<file path="src/hdl/fdcpm_pkg.sv">
// Constants shared by the drive-mode and sector-read command logic.
// Assumes one 20 MHz clock and bytes handed in one at a time by the host side.
package fdcpm_pkg;
    localparam logic [7:0] OPC_VERSION = 8'h18;
    localparam logic [7:0] OPC_DRIVE_MODE = 8'h12;
    localparam logic [4:0] OPC_READ_LOW = 5'h06;
    localparam logic [7:0] VERSION_HIGH = 8'h70; // Arbitrary value
    localparam logic [3:0] VERSION_LOW = 4'h1; // Arbitrary value
    localparam logic [7:0] INVALID_RESULT = 8'h80;
    localparam logic [7:0] TRACK_BAD = 8'hFF;
    localparam int READ_BYTES = 9;
    localparam logic [5:0] GAP2_FMT_PERP = 6'h29;
    localparam logic [5:0] GAP2_FMT_CONV = 6'h16;
    localparam logic [5:0] GAP2_WR_FAST = 6'h26;
    localparam logic [5:0] GAP2_WR_SLOW = 6'h13;
    localparam logic [5:0] GAP2_WR_NONE = 6'h00;
    localparam logic [1:0] GROUP_PERP_SLOW = 2'h1;
    localparam logic [1:0] GROUP_PERP_FAST = 2'h3;
    localparam logic [1:0] TERM_NORMAL = 2'h0;
    localparam logic [1:0] TERM_ABNORMAL = 2'h1;
    localparam logic [1:0] TERM_INVALID = 2'h2;
    localparam int ST1_EOT_BIT = 7;
    localparam int ST1_CRC_BIT = 5;
    localparam int ST1_OVERRUN_BIT = 4;
    localparam int ST1_MISSING_DATA_BIT = 2;
    localparam int ST1_MISSING_AM_BIT = 0;
    localparam int ST2_CRC_DATA_BIT = 5;
    localparam int ST2_WRONG_TRACK_BIT = 4;
    localparam int ST2_BAD_TRACK_BIT = 1;
    localparam int INDEX_LIMIT = 2;
endpackage

</file>
<file path="src/hdl/fdcpm_mode_if.sv">
// Drive-mode configuration bundle between command logic and mode store.
// Assumes a single clock domain.
`timescale 1ns/1ps
`default_nettype none
interface fdcpm_mode_if;
    logic wr;
    logic [7:0] data;
    logic [1:0] group;
    logic [3:0] per_drive;
    modport ctrl (output wr, output data, input group, input per_drive);
    modport store (input wr, input data, output group, output per_drive);
endinterface
`default_nettype wire

</file>
<file path="src/hdl/fdcpm_mode_store.sv">
// Drive-mode configuration store for four logical drives.
// Assumes software reset arrives as a one-cycle pulse.
`timescale 1ns/1ps
`default_nettype none
module fdcpm_mode_store (
    input wire logic i_clock,
    input wire logic i_rst,
    input wire logic i_soft_rst,
    fdcpm_mode_if.store mif
);
    always_ff @(posedge i_clock) begin
        if (i_rst || i_soft_rst) begin
            mif.group <= 2'h0;
        end else if (mif.wr) begin
            mif.group <= mif.data[1:0];
        end
    end

    // Software reset leaves these alone
    always_ff @(posedge i_clock) begin
        if (i_rst) begin
            mif.per_drive <= 4'h0;
        end else if (mif.wr && mif.data[7]) begin
            mif.per_drive <= mif.data[5:2];
        end
    end
endmodule
`default_nettype wire

</file>
<file path="src/hdl/fdcpm_drive_params.sv">
// Per-drive format and write parameters from mode and data rate.
// Assumes a two-bit drive number and a fast-rate flag for 1 or 2 Mbps.
`timescale 1ns/1ps
`default_nettype none
module fdcpm_drive_params (
    input wire logic [1:0] i_group,
    input wire logic [3:0] i_per_drive,
    input wire logic [1:0] i_drive,
    input wire logic i_fast_rate,
    output logic o_perp,
    output logic [5:0] o_gap2_fmt,
    output logic [5:0] o_gap2_wr,
    output logic o_precomp_zero
);
    always_comb begin
        if (i_group != 2'h0) begin
            o_perp = i_group[0];
        end else begin
            o_perp = i_per_drive[i_drive];
        end
        o_gap2_fmt = (o_perp && i_fast_rate) ? fdcpm_pkg::GAP2_FMT_PERP
                                             : fdcpm_pkg::GAP2_FMT_CONV;
        if (!o_perp) begin
            o_gap2_wr = fdcpm_pkg::GAP2_WR_NONE;
        end else if (i_fast_rate) begin
            o_gap2_wr = fdcpm_pkg::GAP2_WR_FAST;
        end else begin
            o_gap2_wr = fdcpm_pkg::GAP2_WR_SLOW;
        end
        o_precomp_zero = o_perp;
    end
endmodule
`default_nettype wire

</file>
<file path="src/hdl/fdcpm_cmd.sv">
// Command interpreter: version query, drive mode and sector read.
// Assumes host bytes arrive as one-cycle strobes; disk events are
// one-cycle pulses from the data separator side.
`timescale 1ns/1ps
`default_nettype none
module fdcpm_cmd #(
    parameter int DBP_CYCLES = 16,
    parameter int SETTLE_CYCLES = 16
) (
    input wire logic i_clock,
    input wire logic i_rst,
    input wire logic i_soft_rst,
    input wire logic i_cmd_wr,
    input wire logic [7:0] i_cmd_data,
    input wire logic i_result_rd,
    input wire logic i_fast_rate,
    input wire logic i_seek_done,
    input wire logic i_id_valid,
    input wire logic [7:0] i_id_track,
    input wire logic [7:0] i_id_head,
    input wire logic [7:0] i_id_sector,
    input wire logic [7:0] i_id_size,
    input wire logic i_index_pulse,
    input wire logic i_data_deleted,
    input wire logic i_sector_done,
    input wire logic i_dma_tc,
    input wire logic i_overrun,
    input wire logic i_crc_err,
    input wire logic i_no_am,
    output logic o_result_valid,
    output logic [7:0] o_result_data,
    output logic o_controller_irq,
    output logic o_busy,
    output logic o_side_select_out,
    output logic [1:0] o_drive_sel,
    output logic o_seek_req,
    output logic o_sep_enable,
    output logic o_sector_xfer,
    output logic o_double_density_enc,
    output logic [5:0] o_gap2_fmt,
    output logic [5:0] o_gap2_wr,
    output logic o_precomp_zero,
    output logic o_drive_perp
);
    typedef enum logic [7:0] {
        S_IDLE = 8'h01,
        S_PARAM = 8'h02,
        S_DELAY = 8'h04,
        S_SEEK = 8'h08,
        S_SETTLE = 8'h10,
        S_SEARCH = 8'h20,
        S_XFER = 8'h40,
        S_RESULT = 8'h80
    } fdcpm_state_e;

    fdcpm_state_e state;
    fdcpm_mode_if mif();
    logic [7:0] cmd_bytes [0:fdcpm_pkg::READ_BYTES-1];
    logic [3:0] byte_idx;
    logic [15:0] wait_cnt;
    logic [1:0] index_cnt;
    logic [2:0] res_idx;
    logic [2:0] res_len;
    logic [7:0] st0;
    logic [7:0] st1;
    logic [7:0] st2;
    logic [7:0] single_res;
    logic skip_sector;
    logic multi_side;
    logic deleted_sector_bypass;
    logic auto_seek_flag;
    logic head_side;
    logic id_match;
    logic id_rest_match;
    logic at_last;
    logic next_perp;
    logic [5:0] next_gap2_fmt;
    logic [5:0] next_gap2_wr;
    logic next_precomp_zero;
    logic [7:0] next_result;

    fdcpm_mode_store u_store (
        .i_clock(i_clock),
        .i_rst(i_rst),
        .i_soft_rst(i_soft_rst),
        .mif(mif.store)
    );

    fdcpm_drive_params u_params (
        .i_group(mif.group),
        .i_per_drive(mif.per_drive),
        .i_drive(o_drive_sel),
        .i_fast_rate(i_fast_rate),
        .o_perp(next_perp),
        .o_gap2_fmt(next_gap2_fmt),
        .o_gap2_wr(next_gap2_wr),
        .o_precomp_zero(next_precomp_zero)
    );

    assign mif.wr = (state == S_PARAM) && i_cmd_wr && !cmd_bytes[0][2];
    assign mif.data = i_cmd_data;

    assign multi_side = cmd_bytes[0][7];
    assign deleted_sector_bypass = cmd_bytes[0][5];
    assign auto_seek_flag = cmd_bytes[1][7];
    assign head_side = cmd_bytes[1][2];
    assign id_rest_match = (i_id_head == cmd_bytes[3]) && (i_id_sector == cmd_bytes[4])
        && (i_id_size == cmd_bytes[5]);
    assign id_match = (i_id_track == cmd_bytes[2]) && id_rest_match;
    assign at_last = (cmd_bytes[4] == cmd_bytes[6]);
    assign skip_sector = i_data_deleted && deleted_sector_bypass;

    // Eight-bit status bytes, then ID bytes
    always_comb begin
        next_result = 8'h00;
        unique case (res_idx)
            3'd0: next_result = (res_len == 3'd1) ? single_res : st0;
            3'd1: next_result = st1;
            3'd2: next_result = st2;
            3'd3: next_result = cmd_bytes[2];
            3'd4: next_result = cmd_bytes[3];
            3'd5: next_result = cmd_bytes[4];
            3'd6: next_result = cmd_bytes[5];
            default: next_result = 8'h00;
        endcase
    end

    always_ff @(posedge i_clock) begin
        o_gap2_fmt <= next_gap2_fmt;
        o_gap2_wr <= next_gap2_wr;
        o_precomp_zero <= next_precomp_zero;
        o_drive_perp <= next_perp;
    end

    always_ff @(posedge i_clock) begin
        if (i_rst) begin
            state <= S_IDLE;
            byte_idx <= 4'h0;
            wait_cnt <= 16'h0000;
            index_cnt <= 2'h0;
            res_idx <= 3'h0;
            res_len <= 3'h0;
            st0 <= 8'h00;
            st1 <= 8'h00;
            st2 <= 8'h00;
            single_res <= 8'h00;
            for (int i = 0; i < fdcpm_pkg::READ_BYTES; i++) begin
                cmd_bytes[i] <= 8'h00;
            end
        end else if (i_soft_rst) begin
            state <= S_IDLE;
            byte_idx <= 4'h0;
            cmd_bytes[1] <= 8'h00;
        end else begin
            unique case (state)
                S_IDLE: begin
                    if (i_cmd_wr) begin
                        cmd_bytes[0] <= i_cmd_data;
                        byte_idx <= 4'h1;
                        res_idx <= 3'h0;
                        st0 <= 8'h00;
                        st1 <= 8'h00;
                        st2 <= 8'h00;
                        if (i_cmd_data == fdcpm_pkg::OPC_VERSION) begin
                            single_res <= fdcpm_pkg::VERSION_HIGH
                                | {4'h0, fdcpm_pkg::VERSION_LOW};
                            res_len <= 3'd1;
                            state <= S_RESULT;
                        end else if (i_cmd_data == fdcpm_pkg::OPC_DRIVE_MODE
                            || i_cmd_data[4:0] == fdcpm_pkg::OPC_READ_LOW) begin
                            state <= S_PARAM;
                        end else begin
                            single_res <= fdcpm_pkg::INVALID_RESULT;
                            res_len <= 3'd1;
                            state <= S_RESULT;
                        end
                    end
                end
                S_PARAM: begin
                    if (i_cmd_wr) begin
                        cmd_bytes[byte_idx] <= i_cmd_data;
                        byte_idx <= byte_idx + 4'h1;
                        if (!cmd_bytes[0][2]) begin
                            state <= S_IDLE;
                        end else if (byte_idx == 4'(fdcpm_pkg::READ_BYTES - 1)) begin
                            wait_cnt <= 16'(DBP_CYCLES);
                            state <= S_DELAY;
                        end
                    end
                end
                default: begin
                    if (i_cmd_wr && state != S_RESULT) begin
                        st0[7:6] <= fdcpm_pkg::TERM_ABNORMAL;
                        res_len <= 3'd7;
                        state <= S_RESULT;
                    end else begin
                        unique case (state)
                            S_DELAY: begin
                                if (wait_cnt != 16'h0000) begin
                                    wait_cnt <= wait_cnt - 16'h0001;
                                end else if (auto_seek_flag) begin
                                    state <= S_SEEK;
                                end else begin
                                    index_cnt <= 2'h0;
                                    state <= S_SEARCH;
                                end
                            end
                            S_SEEK: begin
                                if (i_seek_done) begin
                                    wait_cnt <= 16'(SETTLE_CYCLES);
                                    state <= S_SETTLE;
                                end
                            end
                            S_SETTLE: begin
                                if (wait_cnt != 16'h0000) begin
                                    wait_cnt <= wait_cnt - 16'h0001;
                                end else begin
                                    index_cnt <= 2'h0;
                                    state <= S_SEARCH;
                                end
                            end
                            S_SEARCH: begin
                                if (i_id_valid && id_match) begin
                                    state <= S_XFER;
                                end else if (i_index_pulse) begin
                                    index_cnt <= index_cnt + 2'h1;
                                    if (index_cnt == 2'(fdcpm_pkg::INDEX_LIMIT - 1)) begin
                                        st0[7:6] <= fdcpm_pkg::TERM_ABNORMAL;
                                        if (i_id_track == fdcpm_pkg::TRACK_BAD) begin
                                            st2[fdcpm_pkg::ST2_BAD_TRACK_BIT] <= 1'b1;
                                        end else if (i_id_track != cmd_bytes[2]) begin
                                            st2[fdcpm_pkg::ST2_WRONG_TRACK_BIT] <= 1'b1;
                                        end
                                        if (i_no_am) begin
                                            st1[fdcpm_pkg::ST1_MISSING_AM_BIT] <= 1'b1;
                                        end else begin
                                            st1[fdcpm_pkg::ST1_MISSING_DATA_BIT] <= 1'b1;
                                        end
                                        res_len <= 3'd7;
                                        state <= S_RESULT;
                                    end
                                end
                            end
                            S_XFER: begin
                                if (i_dma_tc) begin
                                    st0[7:6] <= fdcpm_pkg::TERM_NORMAL;
                                    res_len <= 3'd7;
                                    state <= S_RESULT;
                                end else if (i_overrun) begin
                                    st0[7:6] <= fdcpm_pkg::TERM_ABNORMAL;
                                    st1[fdcpm_pkg::ST1_OVERRUN_BIT] <= 1'b1;
                                    res_len <= 3'd7;
                                    state <= S_RESULT;
                                end else if (i_crc_err) begin
                                    st0[7:6] <= fdcpm_pkg::TERM_ABNORMAL;
                                    st1[fdcpm_pkg::ST1_CRC_BIT] <= 1'b1;
                                    st2[fdcpm_pkg::ST2_CRC_DATA_BIT] <= 1'b1;
                                    res_len <= 3'd7;
                                    state <= S_RESULT;
                                end else if (i_sector_done || (i_data_deleted && skip_sector)) begin
                                    if (!at_last) begin
                                        cmd_bytes[4] <= cmd_bytes[4] + 8'h01;
                                        index_cnt <= 2'h0;
                                        state <= S_SEARCH;
                                    end else if (multi_side && !head_side) begin
                                        cmd_bytes[1][2] <= 1'b1;
                                        cmd_bytes[3] <= 8'h01;
                                        cmd_bytes[4] <= 8'h01;
                                        index_cnt <= 2'h0;
                                        state <= S_SEARCH;
                                    end else begin
                                        st0[7:6] <= fdcpm_pkg::TERM_ABNORMAL;
                                        st1[fdcpm_pkg::ST1_EOT_BIT] <= 1'b1;
                                        res_len <= 3'd7;
                                        state <= S_RESULT;
                                    end
                                end
                            end
                            default: state <= S_IDLE;
                        endcase
                    end
                end
                S_RESULT: begin
                    if (i_result_rd) begin
                        if (res_idx == res_len - 3'd1) begin
                            state <= S_IDLE;
                        end else begin
                            res_idx <= res_idx + 3'd1;
                        end
                    end
                end
            endcase
        end
    end

    always_ff @(posedge i_clock) begin
        if (i_rst) begin
            o_result_valid <= 1'b0;
            o_result_data <= 8'h00;
            o_controller_irq <= 1'b0;
            o_busy <= 1'b0;
            o_side_select_out <= 1'b0;
            o_drive_sel <= 2'h0;
            o_seek_req <= 1'b0;
            o_sep_enable <= 1'b0;
            o_sector_xfer <= 1'b0;
            o_double_density_enc <= 1'b0;
        end else begin
            o_result_valid <= (state == S_RESULT);
            o_result_data <= next_result;
            // Irq only for commands with an execution phase
            o_controller_irq <= (state == S_RESULT) && (res_len == 3'd7) && (res_idx == 3'd0);
            o_busy <= (state != S_IDLE);
            o_side_select_out <= head_side;
            o_drive_sel <= cmd_bytes[1][1:0];
            o_seek_req <= (state == S_SEEK);
            o_sep_enable <= (state == S_SEARCH) || (state == S_XFER);
            o_sector_xfer <= (state == S_XFER);
            o_double_density_enc <= cmd_bytes[0][6];
        end
    end
endmodule
`default_nettype wire

</file>
<file path="config.mk">
export PLATFORM = sky130hd
export DESIGN_NAME = fdcpm_cmd
export DESIGN_NICKNAME = d
export VERILOG_FILES = /design/src/hdl/fdcpm_pkg.sv /design/src/hdl/fdcpm_mode_if.sv /design/src/hdl/fdcpm_mode_store.sv /design/src/hdl/fdcpm_drive_params.sv /design/src/hdl/fdcpm_cmd.sv
export SDC_FILE = /design/constraint.sdc
export NUM_CORES = 1
export LEC_CHECK = 0
export BUFFER_PORTS_ARGS = -buffer_cell sky130_fd_sc_hd__buf_2
export CORE_UTILIZATION = 50
export DETAILED_ROUTE_END_ITERATION = 10
export MAX_ROUTING_LAYER = met4
export PLACE_DENSITY = 0.68
export SLEW_MARGIN = 20
export SYNTH_ARGS = -nofsm -noshare
export SYNTH_HDL_FRONTEND = slang
export SYNTH_SLANG_ARGS = --single-unit
</file>
<file path="constraint.sdc">
create_clock -name i_clock -period 3.4 [get_ports i_clock]
set_input_delay 0.51 -clock i_clock [delete_from_list [all_inputs] [get_ports i_clock]]
set_output_delay 0.51 -clock i_clock [all_outputs]
set_load 0.005 [all_outputs]
</file>
=== Word-level counts from Yosys, hierarchy flattened ===
Memories as Yosys holds them, arrays and structs flattened.
Cells that the tools add are included.

* Add/subtract/negate cells: 6
* Order comparisons: 1
* Equality and inequality tests: 74
* Mux-type cells: 183
* Bitwise logic cells: 11
* Reductions and logical operators: 60

{| class="wikitable"
|+ Operators by type and width
! kind !! number
|-
| 2-to-1 mux 8 bit || 32
|-
| 2-to-1 mux 16 bit || 6
|-
| 2-to-1 mux 1 bit || 78
|-
| one-hot mux 16 bit (2 select lines) || 2
|-
| one-hot mux 8 bit (7 select lines) || 1
|-
| 2-to-1 mux 2 bit || 25
|-
| 2-to-1 mux 3 bit || 16
|-
| equality test 8 bit || 5
|-
| one-hot mux 8 bit (5 select lines) || 1
|-
| AND reduction 9 bit || 4
|-
| != test 7 x 6 -> 1 bit, second input constant || 5
|-
| AND reduction 11 bit || 3
|-
| != test 2 bit, second input constant || 16
|-
| nonzero test 2 bit || 14
|-
| equality test 8 x 5 -> 1 bit, second input constant || 3
|-
| 2-to-1 mux 6 bit || 4
|-
| one-hot mux 8 bit (3 select lines) || 1
|-
| != test 2 x 1 -> 1 bit, second input constant || 10
|-
| AND reduction 10 bit || 2
|-
| one-hot mux 3 bit (2 select lines) || 3
|-
| equality test 8 bit, second input constant || 2
|-
| one-hot mux 2 bit (2 select lines) || 4
|-
| nonzero test 16 bit || 1
|-
| subtractor 16 x 1 -> 16 bit, second input constant || 1
|-
| 51 further kinds || 96
|}

* Bits in registers: 91
* Bits in writable memories: 72
* Bits of input ports: 55
* Output and inout bits: 32
* Logic and storage cells: 367
* Memories: 1

{| class="wikitable"
|+ Memory list
! memory !! words !! width !! read ports !! clocked after Yosys merged registers in !! wr ports !! RTL line !! source
|-
| cmd_bytes || 9 || 8 || 7 || 0 || 9 || fdcpm_cmd.sv:58 || <nowiki>logic [7:0] cmd_bytes [0:fdcpm_pkg::READ_BYTES-1];</nowiki>
|}

=== Longest topological paths before layout ===
Gate-level depths: netlist of the first run.
An unclocked memory read counts as a cell.

* Depth in word-level cells: 16
* Depth in mapped cells: 11
* Depth with buffers taken out: 9

=== Modules after synthesis ===
A second synthesis of the first run with hierarchy kept.

* Cell total of the unflattened synthesis: 741
* Area total of the unflattened synthesis: 6991.7 µm²

{| class="wikitable"
|+ Modules (own cells, without submodules)
! module !! instances !! cells each !! area an instance (µm²) !! seq. area each (µm²)
|-
| fdcpm_cmd || 1 || 692 || 6540.0 || 2982.9
|-
| fdcpm_mode_store || 1 || 24 || 252.7 || 120.1
|-
| fdcpm_drive_params || 1 || 25 || 198.9 || 0.0
|}

=== Least setup slack after synthesis of the first run ===
No wires, ideal clock.

* Path kind: reg-to-reg
* Start point: register state[5]
* End point: register wait_cnt[7]
* Library setup time: 71 ps
* Arrival: 2795 ps
* Data required time: 3329 ps
* Setup slack: 534 ps
* Cell stages (with the launch flop): 10
* Path buffers: 2
* Period minus slack after synthesis: 2866 ps
* Path through: dfxtp_1 -> or4_1 -> buf_2 -> a21oi_4 -> a211oi_2 -> or3_1 -> buf_2 -> or4_4 -> or4_1 -> a21oi_1

* Longest elaborated chain between the ends: 5
* Elaborated cells between the ends (all ways): 22
* Those cells by class: eq/ne: 13; mux: 3; bitwise: 1; reduce/logical: 5

{| class="wikitable"
|+ RTL lines
! item !! RTL line !! source
|-
| start, declared || fdcpm_cmd.sv:56 || <nowiki>fdcpm_state_e state;</nowiki>
|-
| start signal, assigned || fdcpm_cmd.sv:137 || <nowiki>state <= S_IDLE;</nowiki>
|-
| start signal, assigned || fdcpm_cmd.sv:151 || <nowiki>state <= S_IDLE;</nowiki>
|-
| start signal, assigned || fdcpm_cmd.sv:168 || <nowiki>state <= S_RESULT;</nowiki>
|-
| equality test 8 x 5 -> 1 bit / equality test 8 x 3 -> 1 bit (equally long branches) || fdcpm_cmd.sv:197 || <nowiki>unique case (state)</nowiki>
|-
| OR reduction 2 bit (no source line) || -- ||
|-
| one-hot mux 16 bit (2 select lines) || fdcpm_cmd.sv:197 ||
|-
| 2-to-1 mux 16 bit || fdcpm_cmd.sv:192 || <nowiki>if (i_cmd_wr && state != S_RESULT) begin</nowiki>
|-
| one-hot mux 16 bit (2 select lines) || fdcpm_cmd.sv:155 || <nowiki>unique case (state)</nowiki>
|-
| end signal, assigned || fdcpm_cmd.sv:186 || <nowiki>wait_cnt <= 16'(DBP_CYCLES);</nowiki>
|-
| end signal, assigned || fdcpm_cmd.sv:200 || <nowiki>wait_cnt <= wait_cnt - 16'h0001;</nowiki>
|-
| end signal, assigned || fdcpm_cmd.sv:210 || <nowiki>wait_cnt <= 16'(SETTLE_CYCLES);</nowiki>
|-
| end, declared || fdcpm_cmd.sv:60 || <nowiki>logic [15:0] wait_cnt;</nowiki>
|}

Several ways; a longest one is shown, not always the timed one. The select of a mux whose other input is x is not followed.
A chain may end at the register's enable or synchronous reset.

=== Worst setup path in the final report of the first run ===
* Start point: register state[0]
* End point: register wait_cnt[7]

The elaborated chain is that of the path after synthesis.

==> impl_metrics.csv, run 1 <==
group,metric,value,unit
setup_path,crit_fanout,12,
timing,holdWs,255.7,ps
cells_and_area,area_delta_synth_final,17.46,%
yosys,synth.distinct_cells,66,
yosys,netlist_area,6629,sq um
timing,tightest_slew,679.7,ps
floorplan,dieArea,13720,sq um
cts,insertion_delay,430,ps
setup_path,critical_path.startpoint_type,"register",
setup_path,cp_cell_sequence,"or4_1 > a21oi_4 > a211oi_2 > or3_1 > or4_4 > or4_1 > a21oi_1",
detailed_routing,routed_wl,19270,microns
yosys,synth-compound-area-share,14.01,%
power,p_per_area,472.4,nW/um^2
cts,holdBufCountCts,0,
yosys,synth_edf_count,48,
setup_path,slowest_delay,690,ps
cts,htree_levels,4,
detailed_routing,vias,5950,
yosys,async_reset_ff_share,0,%
placed_design,portBuffers,85,
detailed_routing,drc,0,
yosys,syn_nets,795,
yosys,yosysSeqAreaShare,44.39,%
yosys,synth_warnings,0,
outcome,status,"finished, final reports clean",
yosys,synth-xor-area-share,7.663,%
setup_path,critPathCaptureType,"register",
job,drv_cap,0,
cts,cts_sinks,123,
cts,cts_tree,"yes",
global_routing,grt_max_degree,29,
global_routing,grt_usage,30.64,%
timing,fin_skew,10.20,ps
yosys,synthMuxAreaShare,1.397,%
placed_design,dp.cells,947,
cells_and_area,final_cells,979,
floorplan,initial_core_util,51.90,%
yosys,synthAdderAreaFrac,2.831,%
cts,post_cts_buffers,0,
timing,maxSlewViolCount,0,
placed_design,place_congestion,0.9777,
cts,cts_buffer_depth,2,
cells_and_area,layout_commonest_cell,"buf_2",
cells_and_area,diodes,0,
yosys,synth.ff_latch_count,123,
hold_path,hp-class,"in2reg",
yosys,synth_top_family_by_area,"simple AND/OR/NAND/NOR gates",
detailed_routing,ant_nets,0,
setup_path,reg2reg_from,"state[0]$_SDFFE_PP1P_",
setup_path,crit_arrival,3460,ps
global_routing,grt_pass1_vias,5671,
setup_path,worstSetupPathType,"reg2reg",
detailed_routing,wl_per_cell,19.68,microns
timing,finalSetupTns,0,ps
timing,period_needed,3104,ps
cells_and_area,utilization,60.96,%
power,p_leak,3.169,nW
power,vdd_ir_drop_max,0.3886,mV
detailed_routing,drt_pass1_iterations,8,
cts,path_clk_slew,60,ps
setup_path,cp_slowest_cell,"or4_1",
power,power.total,3.678,mW
cells_and_area,num-nets-final,864,
yosys,synth-simple-area-share,25.16,%
timing,hold_viol,0,
yosys,synth_ff_type,"dfxtp_1",
setup_path,startpoint,"state[0]$_SDFFE_PP1P_",
cts,cts_buffers,17,
floorplan,pin_count,87,
timing,fmax,322.2,MHz
setup_path,worstPathRequired,3760,ps
detailed_routing,drt_iter0_drc,684,
timing,rsz0062_at_grt,"false",
detailed_routing,vias_per_cell,6.078,
floorplan,die_y,117.1,microns
cells_and_area,drive_above_1_share,18.59,%
timing,period_share,91.29,%
timing,setup_viol,0,
floorplan,die_w,117.1,microns
yosys,syn_avg_cell_area,9.143,sq um
global_routing,grt.overflow.total,0,
hold_path,hold_start,"i_fast_rate",
cts,cts_root_buf,"clkbuf_16",
timing,max_slew_margin,54.27,%
cts,post_cts_resized,0,
cells_and_area,mostFrequentLayoutCells,"85 x buf_2, 75 x dfxtp_1, 70 x nor2_1",
placed_design,hpwlAfterDp,14240,microns
setup_path,crit_top_cell,"or4_1",
floorplan,coreArea,12770,sq um
global_routing,grt_pass1_wl,30050,microns
yosys,netlist_instances,725,
global_routing,antenna_found_initial,0,
floorplan,rows,41,
synth_stat cells (23+ instances only):
library cell | count | area, sq um
nand2_1 | 51 | 191.4
xnor2_1 | 23 | 201.4
o21ai_0 | 24 | 120.1
nor2_1 | 70 | 262.8
edfxtp_1 | 48 | 1441
xor2_1 | 35 | 306.5
nor4_1 | 25 | 156.4
a21oi_1 | 49 | 245.2
clkbuf_1 | 37 | 138.9
nand3_1 | 23 | 115.1
and3_1 | 43 | 269.0
dfxtp_1 | 75 | 1501
cells by family (layout without fill, tap and decap cells):
kind of cell | Yosys count | in the layout
other | 1 | 1
xor gates and xnor gates | 58 | 58
adders and majority gates | 15 | 15
and+or+nand+nor | 311 | 311
buffers and inverters | 70 | 152
DFF | 123 | 123
AOI/OAI and AO/OA | 139 | 139
muxes | 8 | 8
where the power goes:
| group | leakage [nW] | internal [mW] | switching [mW] |
|---|---|---|---|
| clock | 0.294 | 1.13 | 0.681 |
| sequential | 1.11 | 1.57 | 0.0360 |
| combinational | 1.77 | 0.103 | 0.166 |
| total | 3.17 | 2.79 | 0.883 |
area by class of cell:
cell class | count | area [sq um]
tap | 172 | 215.2
inverter | 20 | 75.07
timing repair buffer | 100 | 538.0
clock inverter | 9 | 72.57
clock buffer | 23 | 541.8
sequential | 123 | 2943
fill | 1078 | 4987
multi-input combinational | 532 | 3401
flip-flops by register name, summed over array words and instances (netlist names), 2 cells and up:
name and cells:
byte_idx 4, cmd_bytes 48, index_cnt 2, o_drive_sel 2, o_gap2_fmt 2, o_gap2_wr 3
o_result_data 8, res_idx 3, res_len 2, single_res 2, st1 5, st2 2
state 8, u_store.mif.group 2, u_store.mif.per_drive 4, wait_cnt 16
metal layers:
metal,track usage [%],vias up,wire length (microns)
li1,-,2784,-
met1,37.43,2828,8030
met2,48.71,283,9122
met3,6.025,55,1444
met4,14.68,0,669
met5,-,-,0
worst max-delay path: cells and delay by family, from the launching register on:
family           cells  cell delay, ps
AND/OR/NAND/NOR      4            2000
AO/OA/AOI/OAI        3             590
flip-flops           1             440
worst paths after layout:
check	depth (start not counted)	slack [ps]	endpoint
setup reg to reg	7	300	wait_cnt[7]$_SDFFE_PP0P_
hold reg to reg	2	460	u_store.mif.per_drive[2]$_SDFFE_PP0P_
hold / removal	2	260	o_gap2_wr[4]$_SDFF_PN0_
setup / recovery	7	300	wait_cnt[7]$_SDFFE_PP0P_
stage by stage:
stage / instance area [sq um] / worst slack, ps
after floorplan: 6629 / 534.1
after global placement: 7172 / 422.3
after detailed placement: 7172 / 358.4
after CTS: 7786 / 334.2
after global routing: 7786 / 141.4
final: 7786 / 296.0
Note: power is estimated with default switching activity, not from simulation.
==> run 2, diff against run 1 <==
PLACE_DENSITY = 0.76   (was 0.68)
==> run 2 against run 1 <==
Via count is 0.61% higher. Setup slack better by 2.5 ps. First-iteration DRC count fell by 5.0%. Clock skew shrank 1.7 ps. Register-to-register slack barely moved. Combinational power is essentially flat.
==> impl_metrics.csv, run 2 (synthesis gave the netlist of run 1 again) <==
group,metric,value,unit
cts,cts_tree,"yes",
floorplan,dieArea,13720,sq um
timing,rsz0062_at_grt,"false",
cells_and_area,layout_commonest_cell,"buf_2",
cts,cts_sinks,123,
power,clkPwrFrac,49.9,%
floorplan,initial_core_util,51.90,%
placed_design,hpwlAfterDp,14040,microns
cells_and_area,regMostFlops,"cmd_bytes",
hold_path,hp-class,"in2reg",
placed_design,place_congestion,0.9867,
floorplan,die_w,117.1,microns
power,power.total,3.741,mW
cts,cts_root_buf,"clkbuf_16",
cells_and_area,largest_reg_flops,48,
cells_and_area,diodes,0,
detailed_routing,vias_per_cell,6.114,
global_routing,grt_usage,29.49,%
setup_path,cp_cell_sequence,"or4_1 > a21oi_4 > a211oi_2 > or3_1 > or4_4 > or4_1 > a21oi_1",
timing,finalSetupTns,0,ps
global_routing,grt_max_degree,29,
timing,period_share,91.22,%
timing,fin_skew,8.518,ps
power,p_per_area,479.7,nW/um^2
floorplan,coreArea,12770,sq um
placed_design,portBuffers,85,
setup_path,slowest_delay,700,ps
cells_and_area,area_delta_synth_final,17.63,%
power,netSwitchingPower,0.8347,mW
power,power_frac_comb,7.3,%
timing,period_needed,3101,ps
setup_path,cp_slowest_cell,"or4_1",
timing,max_slew_margin,51.33,%
power,internal_power,2.906,mW
setup_path,crit_arrival,3450,ps
cts,insertion_delay,420,ps
floorplan,die_y,117.1,microns
setup_path,path_delay_family,"simple AND/OR/NAND/NOR gates",
detailed_routing,routed_wl,18970,microns
timing,setup_viol,0,
floorplan,pin_count,87,
placed_design,dp.cells,947,
cells_and_area,reg.largest.list,"cmd_bytes: 48 flops, wait_cnt: 16 flops",
detailed_routing,vias,5986,
global_routing,grt.overflow.total,0,
cells_and_area,final_cells,979,
timing,fmax,322.4,MHz
detailed_routing,drt_pass1_iterations,5,
cells_and_area,drive_above_1_share,18.09,%
cells_and_area,num-nets-final,864,
power,p_sw_share,22.31,%
detailed_routing,drt_iter0_drc,650,
global_routing,antenna_found_initial,0,
cts,post_cts_resized,0,
cells_and_area,mostFrequentLayoutCells,"85 x buf_2, 75 x dfxtp_1, 70 x nor2_1",
cts,cts_buffer_depth,2,
outcome,status,"finished, final reports clean",
setup_path,crit_top_cell,"or4_1",
power,p_leak,3.182,nW
cts,holdBufCountCts,0,
timing,maxSlewViolCount,0,
detailed_routing,ant_nets,0,
cts,htree_levels,4,
global_routing,grt_pass1_wl,28950,microns
setup_path,critPathCaptureType,"register",
setup_path,worstSetupPathType,"reg2reg",
detailed_routing,wl_per_cell,19.37,microns
setup_path,crit_fanout,12,
timing,hold_viol,0,
setup_path,critical_path_buf_inv_count,0,
job,drv_cap,0,
timing,holdWs,273.8,ps
detailed_routing,drc,0,
power,vdd_ir_drop_max,0.2814,mV
setup_path,critical_path.startpoint_type,"register",
power,seqPwrFrac,42.9,%
cts,path_clk_slew,50,ps
cts,cts_buffers,17,
cts,post_cts_buffers,0,
cells_and_area,nFillCells,1079,
timing,tightest_slew,723.4,ps
global_routing,grt_pass1_vias,5656,
setup_path,worstPathRequired,3750,ps
floorplan,rows,41,
## run 2: through the flow
| step | area (sq um) | setup slack, ps | utilization [%] |
|---|---|---|---|
| 5_1_grt | 7797 | 180.2 | 61.04 |
| 3_3_place_gp | 7172 | 409.3 | 56.15 |
| 6_report | 7797 | 298.5 | 61.04 |
| 4_1_cts | 7797 | 333.5 | 61.04 |
| 3_5_place_dp | 7172 | 372.6 | 56.15 |
| 2_1_floorplan | 6629 | 534.1 | - |
## run 2: path summary, 6_finish.rpt
check	startpoint	end	slack, ps	cells past startpoint
setup reg to reg	state[0]$_SDFFE_PP1P_	wait_cnt[7]$_SDFFE_PP0P_	300	7
setup / recovery	state[0]$_SDFFE_PP1P_	wait_cnt[7]$_SDFFE_PP0P_	300	7
hold reg to reg	u_store.mif.per_drive[0]$_SDFFE_PP0P_	u_store.mif.per_drive[0]$_SDFFE_PP0P_	460	2
hold / removal	i_fast_rate	o_gap2_wr[4]$_SDFF_PN0_	270	2
## run 2: worst reg2reg max path, stage by stage (launching register included)
cell      delay [ps]
dfxtp_1          430
or4_1            700
a21oi_4          300
a211oi_2         140
or3_1            390
or4_4            450
or4_1            490
a21oi_1          150
## run 2: final cells by class
class / instances / area (sq um) / area share, %
flip-flops and latches: 123 / 2943 / 37.74
well taps: 172 / 215.2 / 2.760
repair buffers: 100 / 538.0 / 6.900
clock buffers: 29 / 584.3 / 7.494
multi-input cells: 532 / 3401 / 43.61
clock inverters: 3 / 41.29 / 0.5295
inverters: 20 / 75.07 / 0.9628
## run 2: power by group through the flow
stage / combinational [mW] / clock [mW] / sequential, mW
finish: 0.272 / 1.86 / 1.60
global route: 0.294 / 1.95 / 1.61
CTS: 0.267 / 1.88 / 1.60
detailed placement: 0.265 / 0 / 1.63
global placement: 0.261 / 0 / 1.63
floorplan: 0.163 / 0 / 1.61
## run 2: routing by layer
layer  track usage [%]  share of wire (%)  wire (microns)
met5                 -                  0               0
met4             15.95                4.0             764
met3             5.922                6.7            1277
met2             45.73                 47            8901
met1             36.19                 42            8023
==> run 3, diff against run 2 <==
RECOVER_POWER = 50   (was unset)
==> run 3 against run 2 <==
Sequential share of layout area is 0.26 points higher. Combinational power about the same. Cell area is 0.69% lower. Global-route usage unchanged. Core utilization decreased by 0.42 points. Non-clock buffer count unchanged. First-iteration DRC count fell by 5.2%. Sequential power hardly changed. Register-to-register slack is essentially flat. Critical path depth stayed put. Clock skew fell by 1.1 ps. Count of clock-buffer cells in the layout did not move. Largest power group unchanged.
==> impl_metrics.csv, run 3 (synthesis gave the netlist of run 1 again) <==
group,metric,value,unit
cells_and_area,layout_commonest_cell,"dfxtp_1",
setup_path,worstPathRequired,3750,ps
cells_and_area,mostFrequentLayoutCells,"75 x dfxtp_1, 70 x nor2_1, 59 x buf_2",
cells_and_area,drive_above_1_share,14.25,%
setup_path,crit_arrival,3440,ps
detailed_routing,drt_iter0_drc,616,
power,vdd_ir_drop_max,0.2803,mV
power,seqPwrFrac,42.9,%
cts,cts_tree,"yes",
cells_and_area,largest_reg_flops,48,
placed_design,place_congestion,0.9867,
outcome,status,"finished, final reports clean",
cells_and_area,nFillCells,1102,
global_routing,grt_pass1_wl,28950,microns
timing,period_needed,3094,ps
setup_path,crit_fanout,12,
detailed_routing,vias,6014,
power,power_frac_comb,7.2,%
cells_and_area,reg.largest.list,"cmd_bytes: 48 flops, wait_cnt: 16 flops",
timing,rsz0062_at_grt,"false",
cts,path_clk_slew,50,ps
global_routing,grt_usage,29.49,%
hold_path,hp-class,"in2reg",
cells_and_area,diodes,0,
floorplan,die_w,117.1,microns
cts,insertion_delay,410,ps
setup_path,worstSetupPathType,"reg2reg",
detailed_routing,drt_pass1_iterations,7,
detailed_routing,drc,0,
cts,cts_root_buf,"clkbuf_16",
timing,holdWs,274.8,ps
global_routing,grt_pass1_vias,5656,
floorplan,coreArea,12770,sq um
timing,tightest_slew,1490,ps
detailed_routing,ant_nets,0,
power,p_leak,3.058,nW
global_routing,grt.overflow.total,0,
cts,holdBufCountCts,0,
timing,finalSetupTns,0,ps
global_routing,antenna_found_initial,0,
cts,post_cts_buffers,0,
timing,setup_viol,0,
timing,period_share,91.01,%
cts,cts_sinks,123,
setup_path,critical_path.startpoint_type,"register",
floorplan,initial_core_util,51.90,%
cells_and_area,regMostFlops,"cmd_bytes",
timing,hold_viol,0,
global_routing,grt_max_degree,29,
job,drv_cap,0,
cts,htree_levels,4,
detailed_routing,wl_per_cell,19.35,microns
placed_design,hpwlAfterDp,14040,microns
power,power.total,3.734,mW
detailed_routing,vias_per_cell,6.143,
power,netSwitchingPower,0.8305,mW
floorplan,pin_count,87,
power,p_sw_share,22.24,%
setup_path,critPathCaptureType,"register",
cells_and_area,area_delta_synth_final,16.82,%
cts,cts_buffers,17,
cts,cts_buffer_depth,2,
floorplan,rows,41,
cells_and_area,num-nets-final,864,
timing,fmax,323.2,MHz
placed_design,portBuffers,85,
timing,fin_skew,7.383,ps
detailed_routing,routed_wl,18940,microns
power,p_per_area,482.2,nW/um^2
floorplan,dieArea,13720,sq um
timing,maxSlewViolCount,0,
power,clkPwrFrac,49.8,%
cts,post_cts_resized,0,
timing,max_slew_margin,0.6821,%
floorplan,die_y,117.1,microns
power,internal_power,2.904,mW
-- run 3: cell count changes in the layout (fill, tap and decap cells not counted) --
| cell | delta |
|---|---|
| clkbuf_1 | +30 |
| buf_2 | -26 |
| buf_4 | -4 |
| and2_0 | +2 |
| and2_1 | -2 |
| nor4b_1 | +1 |
| nor4b_2 | -1 |
-- run 3: layer usage --
metal	share of wire (%)	vias to the layer above	routed length, microns	track usage (%)
li1	-	2785	-	-
met1	42	2878	7983	36.19
met2	47	286	8856	45.73
met3	6.9	65	1303	5.922
met4	4.2	0	800	15.95
met5	0	-	0	-
-- run 3: worst max-delay path, cell delays in order, from the launching register on --
cell	delay, ps
dfxtp_1	430
or4_1	700
a21oi_4	300
a211oi_2	130
or3_1	390
or4_4	440
or4_1	490
a21oi_1	150
-- run 3: layout make-up --
class	instances	area, sq um	area share (%)
multi-input combinational	532	3395	43.84
timing repair buffer	100	490.5	6.334
tap	172	215.2	2.779
sequential	123	2943	38.00
clock inverter	3	41.29	0.5332
clock buffer	29	584.3	7.546
inverter	20	75.07	0.9695
-- run 3: worst paths after layout --
kind | start | end | slack [ps] | depth (start not counted)
worst max-delay path | state[0]$_SDFFE_PP1P_ | wait_cnt[7]$_SDFFE_PP0P_ | 310 | 7
worst min register to register | u_store.mif.per_drive[0]$_SDFFE_PP0P_ | u_store.mif.per_drive[0]$_SDFFE_PP0P_ | 460 | 2
worst max register to register | state[0]$_SDFFE_PP1P_ | wait_cnt[7]$_SDFFE_PP0P_ | 310 | 7
worst min-delay path | i_fast_rate | o_gap2_wr[4]$_SDFF_PN0_ | 270 | 2
-- run 3: per-stage QoR --
step / instances / utilization [%] / cell area [sq um] / worst slack [ps]
floorplan: 725 / - / 6629 / 534.1
finish: 979 / 60.62 / 7744 / 305.7
detailed placement: 947 / 56.15 / 7172 / 372.6
global placement: 947 / 56.15 / 7172 / 409.3
CTS: 979 / 61.04 / 7797 / 333.5
global route: 979 / 60.62 / 7744 / 117.9
-- run 3: power groups by stage --
stage | Sequential (mW) | Combinational (mW) | Clock (mW)
3_5_place_dp | 1.63 | 0.265 | 0
2_1_floorplan | 1.61 | 0.163 | 0
3_3_place_gp | 1.63 | 0.261 | 0
6_report | 1.60 | 0.270 | 1.86
5_1_grt | 1.61 | 0.291 | 1.95
4_1_cts | 1.60 | 0.267 | 1.88
